--- src/verilog/uotg_pkg.sv ---
// Package: register map, field positions and timing constants of the OTG event block
package uotg_pkg;
   // Register byte offsets
   localparam logic [7:0] EVENT_FLAGS_OFFSET = 8'h00;
   localparam logic [7:0] EVENT_MASK_OFFSET = 8'h04;
   localparam logic [7:0] THRESHOLD_OFFSET = 8'h08;
   localparam logic [7:0] LINE_STATE_OFFSET = 8'h0c;
   // Event flag bit positions
   localparam int ID_CHANGE_BIT = 7;
   localparam int MS_TIMER_BIT = 6;
   localparam int LINE_STABLE_BIT = 5;
   localparam int BUS_ACTIVITY_BIT = 4;
   localparam int SESSION_VALID_CHANGE_BIT = 3;
   localparam int B_VBUS_CHANGE_BIT = 2;
   localparam int A_VBUS_CHANGE_BIT = 0;
   // Implemented flag bits; bit 1 and bits 31..8 read zero
   localparam logic [7:0] FLAG_IMPL_MASK = 8'hfd;
   localparam logic [7:0] FLAGS_RESET = 8'h00;
   localparam logic [7:0] THRESHOLD_RESET = 8'h00;
   // Timing
   localparam int CLK_HZ = 25000000;
   localparam int MS_TIME_US = 1000;
   localparam int MS_CYCLES = (CLK_HZ / 1000000) * MS_TIME_US;
endpackage : uotg_pkg
--- src/verilog/uotg_event_flags.sv ---
// OTG event flags, start-of-frame threshold and interrupt logic behind an APB slave
//
// The register offsets and the APB slave port were left to the implementer.
`timescale 1ns/10ps
module uotg_event_flags #(
   parameter int MS_CYCLES = uotg_pkg::MS_CYCLES
)
(
   // APB clock and reset
   input wire logic pclk,
   input wire logic presetn,
   // APB slave
   input wire logic psel,
   input wire logic penable,
   input wire logic pwrite,
   input wire logic [7:0] paddr,
   input wire logic [31:0] pwdata,
   output logic [31:0] prdata,
   output logic pready,
   output logic pslverr,
   // Transceiver and comparator pins, asynchronous
   input wire logic usb_id,
   input wire logic usb_dp,
   input wire logic usb_dm,
   input wire logic vbus_session_end,
   input wire logic vbus_session_valid,
   // Threshold value towards the frame scheduler and interrupt
   output logic [7:0] frame_start_threshold_value,
   output logic irq
);

   // Both 1 ms counters are 24 bits wide and the line counter compares against MS_CYCLES - 2, so refuse other periods
   if (MS_CYCLES < 2 || MS_CYCLES > 16777215)
   begin : g_ms_cycles_check
      $error("uotg_event_flags: MS_CYCLES out of range");
   end

   // Pin order within the synchroniser vectors
   localparam int PIN_COUNT = 5;
   localparam int IDX_ID = 0;
   localparam int IDX_DP = 1;
   localparam int IDX_DM = 2;
   localparam int IDX_SEND = 3;
   localparam int IDX_SVALID = 4;

   // Pin synchronisation and change detection
   logic [PIN_COUNT-1:0] pin_raw;
   logic [PIN_COUNT-1:0] sync1_reg;
   logic [PIN_COUNT-1:0] sync2_reg;
   logic [PIN_COUNT-1:0] prev_reg;
   logic [PIN_COUNT-1:0] pin_change;
   // 1 ms timer and line state stability
   logic [23:0] ms_count_reg;
   logic ms_tick;
   logic [1:0] line_now;
   logic [1:0] line_last_reg;
   logic [1:0] line_stable_reg;
   logic [23:0] line_count_reg;
   logic line_stable_event;
   // Flag, mask and threshold registers
   logic [7:0] flags_reg;
   logic [7:0] mask_reg;
   logic [7:0] flags_set;
   logic [7:0] flags_clr;
   logic [7:0] threshold_reg;
   // Bus decode and read path
   logic wr_access;
   logic rd_access;
   logic addr_ok;
   logic [31:0] rdata_next;

   assign pin_raw = {vbus_session_valid, vbus_session_end, usb_dm, usb_dp, usb_id};

   // Two-stage synchronisers; only the second stage feeds logic
   always_ff @(posedge pclk or negedge presetn)
   begin
      if (!presetn)
      begin
         sync1_reg <= '0;
         sync2_reg <= '0;
      end
      else
      begin
         sync1_reg <= pin_raw;
         sync2_reg <= sync1_reg;
      end
   end

   // Previous synchronised value for change detection
   always_ff @(posedge pclk or negedge presetn)
   begin
      if (!presetn)
      begin
         prev_reg <= '0;
      end
      else
      begin
         prev_reg <= sync2_reg;
      end
   end

   // Reset zeros sit in both synchroniser stages and prev_reg for three edges; a pin that idles
   // high would look like a change without this guard
   logic [2:0] primed_reg;
   always_ff @(posedge pclk or negedge presetn)
   begin
      if (!presetn)
      begin
         primed_reg <= 3'h0;
      end
      else
      begin
         primed_reg <= {primed_reg[1:0], 1'b1};
      end
   end

   // Change on any pin; suppressed until the history holds real pin values
   assign pin_change = primed_reg[2] ? (sync2_reg ^ prev_reg) : '0;

   // Free-running 1 ms timer
   always_ff @(posedge pclk or negedge presetn)
   begin
      if (!presetn)
      begin
         ms_count_reg <= '0;
      end
      else if (ms_tick)
      begin
         ms_count_reg <= '0;
      end
      else
      begin
         ms_count_reg <= ms_count_reg + 24'h000001;
      end
   end

   // Wraps at exactly MS_CYCLES, so the period does not drift
   assign ms_tick = (ms_count_reg == 24'(MS_CYCLES - 1));

   // Line state stability: restart the count on every change of D+/D-
   assign line_now = {sync2_reg[IDX_DP], sync2_reg[IDX_DM]};

   always_ff @(posedge pclk or negedge presetn)
   begin
      if (!presetn)
      begin
         line_last_reg <= '0;
         line_count_reg <= '0;
         line_stable_reg <= '0;
      end
      else
      begin
         line_last_reg <= line_now;
         if (line_now != line_last_reg)
         begin
            line_count_reg <= '0;
         end
         else if (line_count_reg != 24'(MS_CYCLES - 1))
         begin
            line_count_reg <= line_count_reg + 24'h000001;
         end
         if (line_stable_event)
         begin
            line_stable_reg <= line_last_reg;
         end
      end
   end

   // Fires once, the cycle the count reaches 1 ms, only if the state differs from the recorded one
   assign line_stable_event = (line_now == line_last_reg) &&
                              (line_count_reg == 24'(MS_CYCLES - 2)) &&
                              (line_last_reg != line_stable_reg);

   // Hardware set sources
   always_comb
   begin
      flags_set = '0;
      flags_set[uotg_pkg::ID_CHANGE_BIT] = pin_change[IDX_ID];
      flags_set[uotg_pkg::MS_TIMER_BIT] = ms_tick;
      flags_set[uotg_pkg::LINE_STABLE_BIT] = line_stable_event;
      flags_set[uotg_pkg::BUS_ACTIVITY_BIT] = |pin_change;
      // Rising edge of the session end level means VBUS dropped below session end
      flags_set[uotg_pkg::SESSION_VALID_CHANGE_BIT] = pin_change[IDX_SEND] & sync2_reg[IDX_SEND];
      flags_set[uotg_pkg::B_VBUS_CHANGE_BIT] = pin_change[IDX_SEND];
      flags_set[uotg_pkg::A_VBUS_CHANGE_BIT] = pin_change[IDX_SVALID];
   end

   // APB decode; zero wait states
   assign wr_access = psel && penable && pwrite;
   assign rd_access = psel && !penable && !pwrite;
   assign addr_ok = (paddr == uotg_pkg::EVENT_FLAGS_OFFSET) || (paddr == uotg_pkg::EVENT_MASK_OFFSET) ||
                    (paddr == uotg_pkg::THRESHOLD_OFFSET) || (paddr == uotg_pkg::LINE_STATE_OFFSET);

   assign flags_clr = (wr_access && paddr == uotg_pkg::EVENT_FLAGS_OFFSET) ?
                      pwdata[7:0] : 8'h00;

   // Sticky flags, one flop per bit; a hardware set beats a write-one clear in the same cycle,
   // so an event that lands during the clear is never lost
   for (genvar b = 0; b < $bits(flags_reg); b++)
   begin : g_flag
      always_ff @(posedge pclk or negedge presetn)
      begin
         if (!presetn)
         begin
            flags_reg[b] <= uotg_pkg::FLAGS_RESET[b];
         end
         else if (!uotg_pkg::FLAG_IMPL_MASK[b])
         begin
            flags_reg[b] <= 1'b0;
         end
         else if (flags_set[b])
         begin
            flags_reg[b] <= 1'b1;
         end
         else if (flags_clr[b])
         begin
            flags_reg[b] <= 1'b0;
         end
      end
   end

   // Mask and threshold registers
   always_ff @(posedge pclk or negedge presetn)
   begin
      if (!presetn)
      begin
         mask_reg <= 8'h00;
         threshold_reg <= uotg_pkg::THRESHOLD_RESET;
      end
      else if (wr_access)
      begin
         if (paddr == uotg_pkg::EVENT_MASK_OFFSET)
         begin
            mask_reg <= pwdata[7:0] & uotg_pkg::FLAG_IMPL_MASK;
         end
         if (paddr == uotg_pkg::THRESHOLD_OFFSET)
         begin
            threshold_reg <= pwdata[7:0];
         end
      end
   end

   // Read mux; unused bits stay zero
   always_comb
   begin
      rdata_next = 32'h00000000;
      unique case (paddr)
         uotg_pkg::EVENT_FLAGS_OFFSET: rdata_next[7:0] = flags_reg;
         uotg_pkg::EVENT_MASK_OFFSET: rdata_next[7:0] = mask_reg;
         uotg_pkg::THRESHOLD_OFFSET: rdata_next[7:0] = threshold_reg;
         uotg_pkg::LINE_STATE_OFFSET: rdata_next[1:0] = line_stable_reg;
         default: rdata_next = 32'h00000000;
      endcase
   end

   // Read data captured in the setup cycle so it stands registered in the access phase
   always_ff @(posedge pclk or negedge presetn)
   begin
      if (!presetn)
      begin
         prdata <= 32'h00000000;
         pslverr <= 1'b0;
         pready <= 1'b0;
      end
      else
      begin
         if (rd_access)
         begin
            prdata <= rdata_next;
         end
         pslverr <= psel && !penable && !addr_ok; // Unmapped address answers with an error
         pready <= psel && !penable;
      end
   end

   // Registered outputs toward the rest of the port
   always_ff @(posedge pclk or negedge presetn)
   begin
      if (!presetn)
      begin
         frame_start_threshold_value <= uotg_pkg::THRESHOLD_RESET;
         irq <= 1'b0;
      end
      else
      begin
         frame_start_threshold_value <= threshold_reg;
         irq <= |(flags_reg & mask_reg); // Lags the flags by one cycle
      end
   end

endmodule : uotg_event_flags

--- config.mk ---
export PLATFORM = sky130hd
export DESIGN_NAME = uotg_event_flags
export DESIGN_NICKNAME = d
export VERILOG_FILES = /design/src/verilog/uotg_pkg.sv /design/src/verilog/uotg_event_flags.sv
export SDC_FILE = /design/constraint.sdc
export NUM_CORES = 1
export LEC_CHECK = 0
export BUFFER_PORTS_ARGS = -buffer_cell sky130_fd_sc_hd__buf_4
export CAP_MARGIN = 40
export CORE_UTILIZATION = 50
export CTS_CLUSTER_DIAMETER = 50
export DETAILED_ROUTE_END_ITERATION = 6
export GPL_ROUTABILITY_DRIVEN = 0
export PLACE_DENSITY = 0.75
export SETUP_SLACK_MARGIN = 0.4
export SLEW_MARGIN = 20
export SYNTH_ARGS = -nofsm -noshare
export SYNTH_HDL_FRONTEND = slang
export SYNTH_SLANG_ARGS = --single-unit
--- constraint.sdc ---
create_clock -name pclk -period 5.19 [get_ports pclk]
set_input_delay 0.7785 -clock pclk [delete_from_list [all_inputs] [get_ports pclk]]
set_output_delay 0.7785 -clock pclk [all_outputs]
set_load 0.01 [all_outputs]
Yosys cells after proc, flatten, opt, wreduce, memory -nomap -nowiden

Cells that the tools add are included.
Widths: inputs -> output; s select.

Logic and storage cells: 84
Output and inout bits: 43
Bits in registers: 111
Input bits: 50

Reductions and logical operators: 27
Eq/ne operators: 9
Multiplexer cells: 21
Add/sub/neg operators: 2
Bitwise logic cells: 3

Operator list:

| kind                  | count |
|---|---|
| $mux 24               | 3 |
| $add 24x1->24 const B | 2 |
| $eq 24x15->1 const B  | 2 |
| $ne 24x15->1 const B  | 1 |
| $pmux 6 s3            | 1 |
| $eq 8x4->1 const B    | 2 |
| $reduce_bool 2->1     | 8 |
| $mux 1                | 14 |
| $and 8x8->8           | 1 |
| $eq 8x3->1 const B    | 1 |
| $logic_and 1x1->1     | 8 |
| $logic_not 8->1       | 1 |
| $mux 8                | 1 |
| $pmux 2 s4            | 1 |
| $reduce_or 8->1       | 1 |
| $mux 5                | 1 |
| $reduce_or 5->1       | 1 |
| $xor 5x5->5           | 1 |
| $ne 2x2->1            | 2 |
| $reduce_and 2->1      | 2 |
| $logic_not 1->1       | 3 |
| $logic_or 1x1->1      | 3 |
| $eq 2x2->1            | 1 |
| $and 1x1->1           | 1 |

Longest topological paths before layout

Depth after elaboration: 6
Depth in mapped cells: 6
Gate-level depth less buffers: 6

Worst setup path after synthesis

OpenSTA, ideal clock, no wires.

Path type: input to register
Start point: input paddr[5]
End point: register flags_reg[0]
Stages: 5
Setup time: 0.121 ns
Arrival time: 2.138 ns
Slack: 2.931 ns
Path buffers: 0
Data required time: 5.069 ns
Cell sequence: nor4_1 -> nand2_1 -> nor4_1 -> nand2_1 -> a22o_1

Longest elaborated chain between the ends: 4

RTL lines:

| item                               | RTL line                | source |
|---|---|---|
| start: declaration                 | uotg_event_flags.sv:16  | `input wire logic [7:0] paddr,` |
| $logic_not 8->1                    | uotg_event_flags.sv:194 | `assign flags_clr = (wr_access && paddr == uotg_pkg::EVENT_FLAGS_OFFSET) ?` |
| $logic_and 1x1->1                  | uotg_event_flags.sv:194 |  |
| $mux 8                             | uotg_event_flags.sv:194 |  |
| $reduce_bool 2->1 (no source line) | --                      |  |
| end signal: indexed assignment     | uotg_event_flags.sv:205 | `flags_reg[b] <= uotg_pkg::FLAGS_RESET[b];` |
| end: declaration                   | uotg_event_flags.sv:61  | `logic [7:0] flags_reg;` |

Every way passes these cells.
A chain may end at the register's enable or synchronous reset.

Final worst setup path

Start point: register line_count_reg[1]
End point: register line_count_reg[20]

Longest elaborated chain between the ends: 3
Elaborated cells on any way between the ends: 5
Those cells by class: 1 x add/sub; 1 x eq/ne; 2 x mux; 1 x reduce/logical

RTL lines:

| item                     | RTL line                | source |
|---|---|---|
| start: declaration       | uotg_event_flags.sv:58  | `logic [23:0] line_count_reg;` |
| start signal: assignment | uotg_event_flags.sv:160 | `line_count_reg <= line_count_reg + 24'h000001;` |
| $add 24x1->24            | uotg_event_flags.sv:160 |  |
| $mux 24                  | uotg_event_flags.sv:158 | `else if (line_count_reg != 24'(MS_CYCLES - 1))` |
| $mux 24                  | uotg_event_flags.sv:154 | `if (line_now != line_last_reg)` |

Parallel ways exist; a longest one is shown, timed or not. The select of a mux whose other input is x is not followed.

==> results.md <==
- Status: complete, but fails checks
- Failing checks: design-rule violations
- Clk pwr share: 0.342
- First DRT Iteration DRCs: 177
- Slowest stage cell, crit path: nor3_1
- CP max FO: 6
- Post-synthesis sequential area ratio: 0.580
- Layout cells sized above 1: 0.192
- Switching Fraction: 0.252
- Final Hold Vio Count: 0
- Hold Slack: 335 ps
- Crit path buffers/inverters: 0
- CP Cell Sequence: ha_1, nand3_1, nor3_1, nand3_1, or3_1, a21oi_1
- Gate Count Post-Synth: a little over 400
- # setup viols final: 0
- Dpl hpwl: 5.80 mm
- Slowest stage delay, CP: just under 600 ps
- TNS Setup: 0 ps
- Total die area: 0.00980 mm2
- Initial Util: 0.514
- Sequential share of power: 0.602
- Setup bufs post-CTS: 0
- Port bufs: 44
- Reg2Reg Depth: 6
- Area Growth Syn to Fin: 12.6%
- Layout Nets: just over 500
- CTS tree: done
- Drt wl/cell: 14.2 um
- Gate power share: 0.056
- Critical Setup Path Class: flop to flop
- Netlist cell types: 42
- Leak Pwr: 2.49 nW
- I/O pin total: 93
- Max_slew headroom: 0.433
- H-tree depth: 3
- Die Height: between 90 and 100 um
- Cell-internal power: roughly 1.1 mW
- Worst-skew pair later-pin latency: 370 ps
- Nature of the critical path startpoint: flop
- First-pass GRT wire length: 14.3 mm
- Chip Width: 99.0 um
- Synth Warn #: 0
- DR vias/cell: 5.31
- Total grt overflow: 0
- All-Layer GR Usage: 0.185
- CTS buffer count: 9
- Core area: around 0.0092 mm2
- Crit end category: flop
- Post_cts resized: 0
- Largest net degree at the start of global routing: about 70
- Flop and latch count out of synthesis: around 110
- Worst Hold Class: input port to asynchronous set/reset pin
- N_diodes: 0
- VDD IR max: 0.150 mV
- Crit path arrival time: 2510 ps
- Vias in the first global route: 3053
- Design Area, Final: about 0.0053 mm2
- Setup ws final: approximately 3000 ps
- Post-DRT Antenna Nets: 0
- Initial antenna violation count: 0
- Slew Limit Fails: 0
- Pre-CTS WS: 2650 ps
- Number of cells on the critical path: 6
- Clock Sinks: 109
- Drt pass-1 iters: 6
- Slew @ Worst Pin: about 850 ps
- Most frequent cells in the layout: dfrtp_1, buf_4, nand2_1, nor2_1
- Commonest non-fill, non-tap cell in the layout: dfrtp_1
- Placed inst area: 0.00508 mm2
- Fill count: 749
- Psw: 364 uW
- Unrepaired setup endpoints after global routing: false
- Row Count: 35
- Syn Std Cell Area: 0.00470 mm2
- Hold-fix buffers at CTS: 0
- Tmin final: 2200 ps
- Max clock buf depth: 2
- Final Skew: 15.9 ps
- Max_cap viols: 0
- Period utilization: 0.425
- Clk Tree Root Cell: clkbuf_8
- Avg Inst Size Synth: 11.6 um2
- Peak Freq: between 400 and 500 MHz
- Drc violations: 2
- Required time worst endpoint: 5490 ps
- Most Frequent Cell on Critical Path: nand3_1
- Vias: 3046
- Delay-heaviest family, CP: simple AND/OR/NAND/NOR gates
- Total Routed Length: a little over 8 mm
- Clock Pin Slew Worst Setup and Hold Paths: 110 ps
- Pwr dens: 273 mW/mm2
==> layer usage <==
metal  global-route usage  up-vias  routed length, um
met5                    0        -                  0
met4               0.0838        0                128
met3               0.0348        9                359
met2                0.290       72               3940
met1                0.250     1489               3730
li1                     -     1476                  -
==> power groups by stage <==
| stage | registers [mW] | clock network (mW) | logic, mW |
|---|---|---|---|
| final | 0.869 | 0.493 | 0.0806 |
| after global routing | 0.871 | 0.541 | 0.0905 |
| after CTS | 0.870 | 0.508 | 0.0804 |
| after detailed placement | 0.886 | 0 | 0.0799 |
| after global placement | 0.886 | 0 | 0.0754 |
| after floorplan | 0.886 | 0 | 0.0467 |
==> cells by family (layout without fill, tap and decap cells) <==
kind of cell | after synthesis | count (layout) | synth area share
other | 2 | 25 | 0.00160
multiplexers | 26 | 26 | 0.0625
adder cells (fa/ha/maj) | 3 | 3 | 0.00798
XOR/XNOR | 44 | 44 | 0.0820
flip-flops | 109 | 109 | 0.580
AND/OR/NAND/NOR | 144 | 144 | 0.159
AO/OA/AOI/OAI | 42 | 42 | 0.0601
buffers and inverters | 35 | 70 | 0.0471
==> path summary, 6_finish.rpt <==
path,start,endpoint,slack [ps]
min,presetn,line_stable_reg[1],330
max in group asynchronous,presetn,ms_count_reg[5],3740
max,line_count_reg[1],line_count_reg[20],2990
min reg2reg,primed_reg[0],primed_reg[1],350
min in group pclk,primed_reg[0],primed_reg[1],350
max reg2reg,line_count_reg[1],line_count_reg[20],2990
==> cell usage after synthesis <==
library cell	n	area share
a211oi_1	1	0.0016
a21o_1	2	0.0032
a21oi_1	6	0.0064
a222oi_1	1	0.0021
a22o_1	12	0.022
a22oi_1	2	0.0032
a31oi_1	1	0.0013
and2_1	2	0.0027
and3_1	6	0.0080
and4_1	2	0.0037
buf_1	1	0.00080
buf_4	24	0.038
clkbuf_1	6	0.0048
conb_1	2	0.0016
dfrtp_1	109	0.58
ha_1	3	0.0080
inv_1	4	0.0032
mux2_2	17	0.041
mux2i_1	8	0.017
mux4_2	1	0.0048
nand2_1	35	0.028
nand2b_1	1	0.0013
nand3_1	19	0.020
nand3b_1	1	0.0016
nand4_1	12	0.016
nor2_1	31	0.025
nor2b_1	3	0.0040
nor3_1	9	0.0096
nor3_4	1	0.0035
nor4_1	8	0.011
nor4_2	1	0.0027
nor4b_2	1	0.0032
o21ai_0	15	0.016
o2bb2ai_1	1	0.0019
o311a_1	1	0.0021
or2_2	1	0.0013
or3_1	6	0.0080
or3_4	1	0.0024
or4_1	3	0.0048
or4_4	1	0.0024
xnor2_1	19	0.035
xor2_1	25	0.047
==> stage by stage <==
| step | power (mW) | utilization | std cells |
|---|---|---|---|
| 2_1_floorplan | 0.932 | - | 428 |
| 3_3_place_gp | 0.961 | 0.553 | 553 |
| 3_5_place_dp | 0.966 | 0.555 | 555 |
| 4_1_cts | 1.46 | 0.575 | 571 |
| 5_1_grt | 1.50 | 0.579 | 574 |
| 6_report | 1.44 | 0.579 | 574 |
==> area by class of cell <==
type	count	area [um2]	area share
clock inverters	7	65.1	0.0123
multi-input cells	284	1840	0.347
flip-flops and latches	109	2730	0.515
repair buffers	50	387	0.0730
clock buffers	9	124	0.0234
inverters	4	15.0	0.00283
well taps	111	139	0.0262
Note: power is estimated with default switching activity, not from simulation.
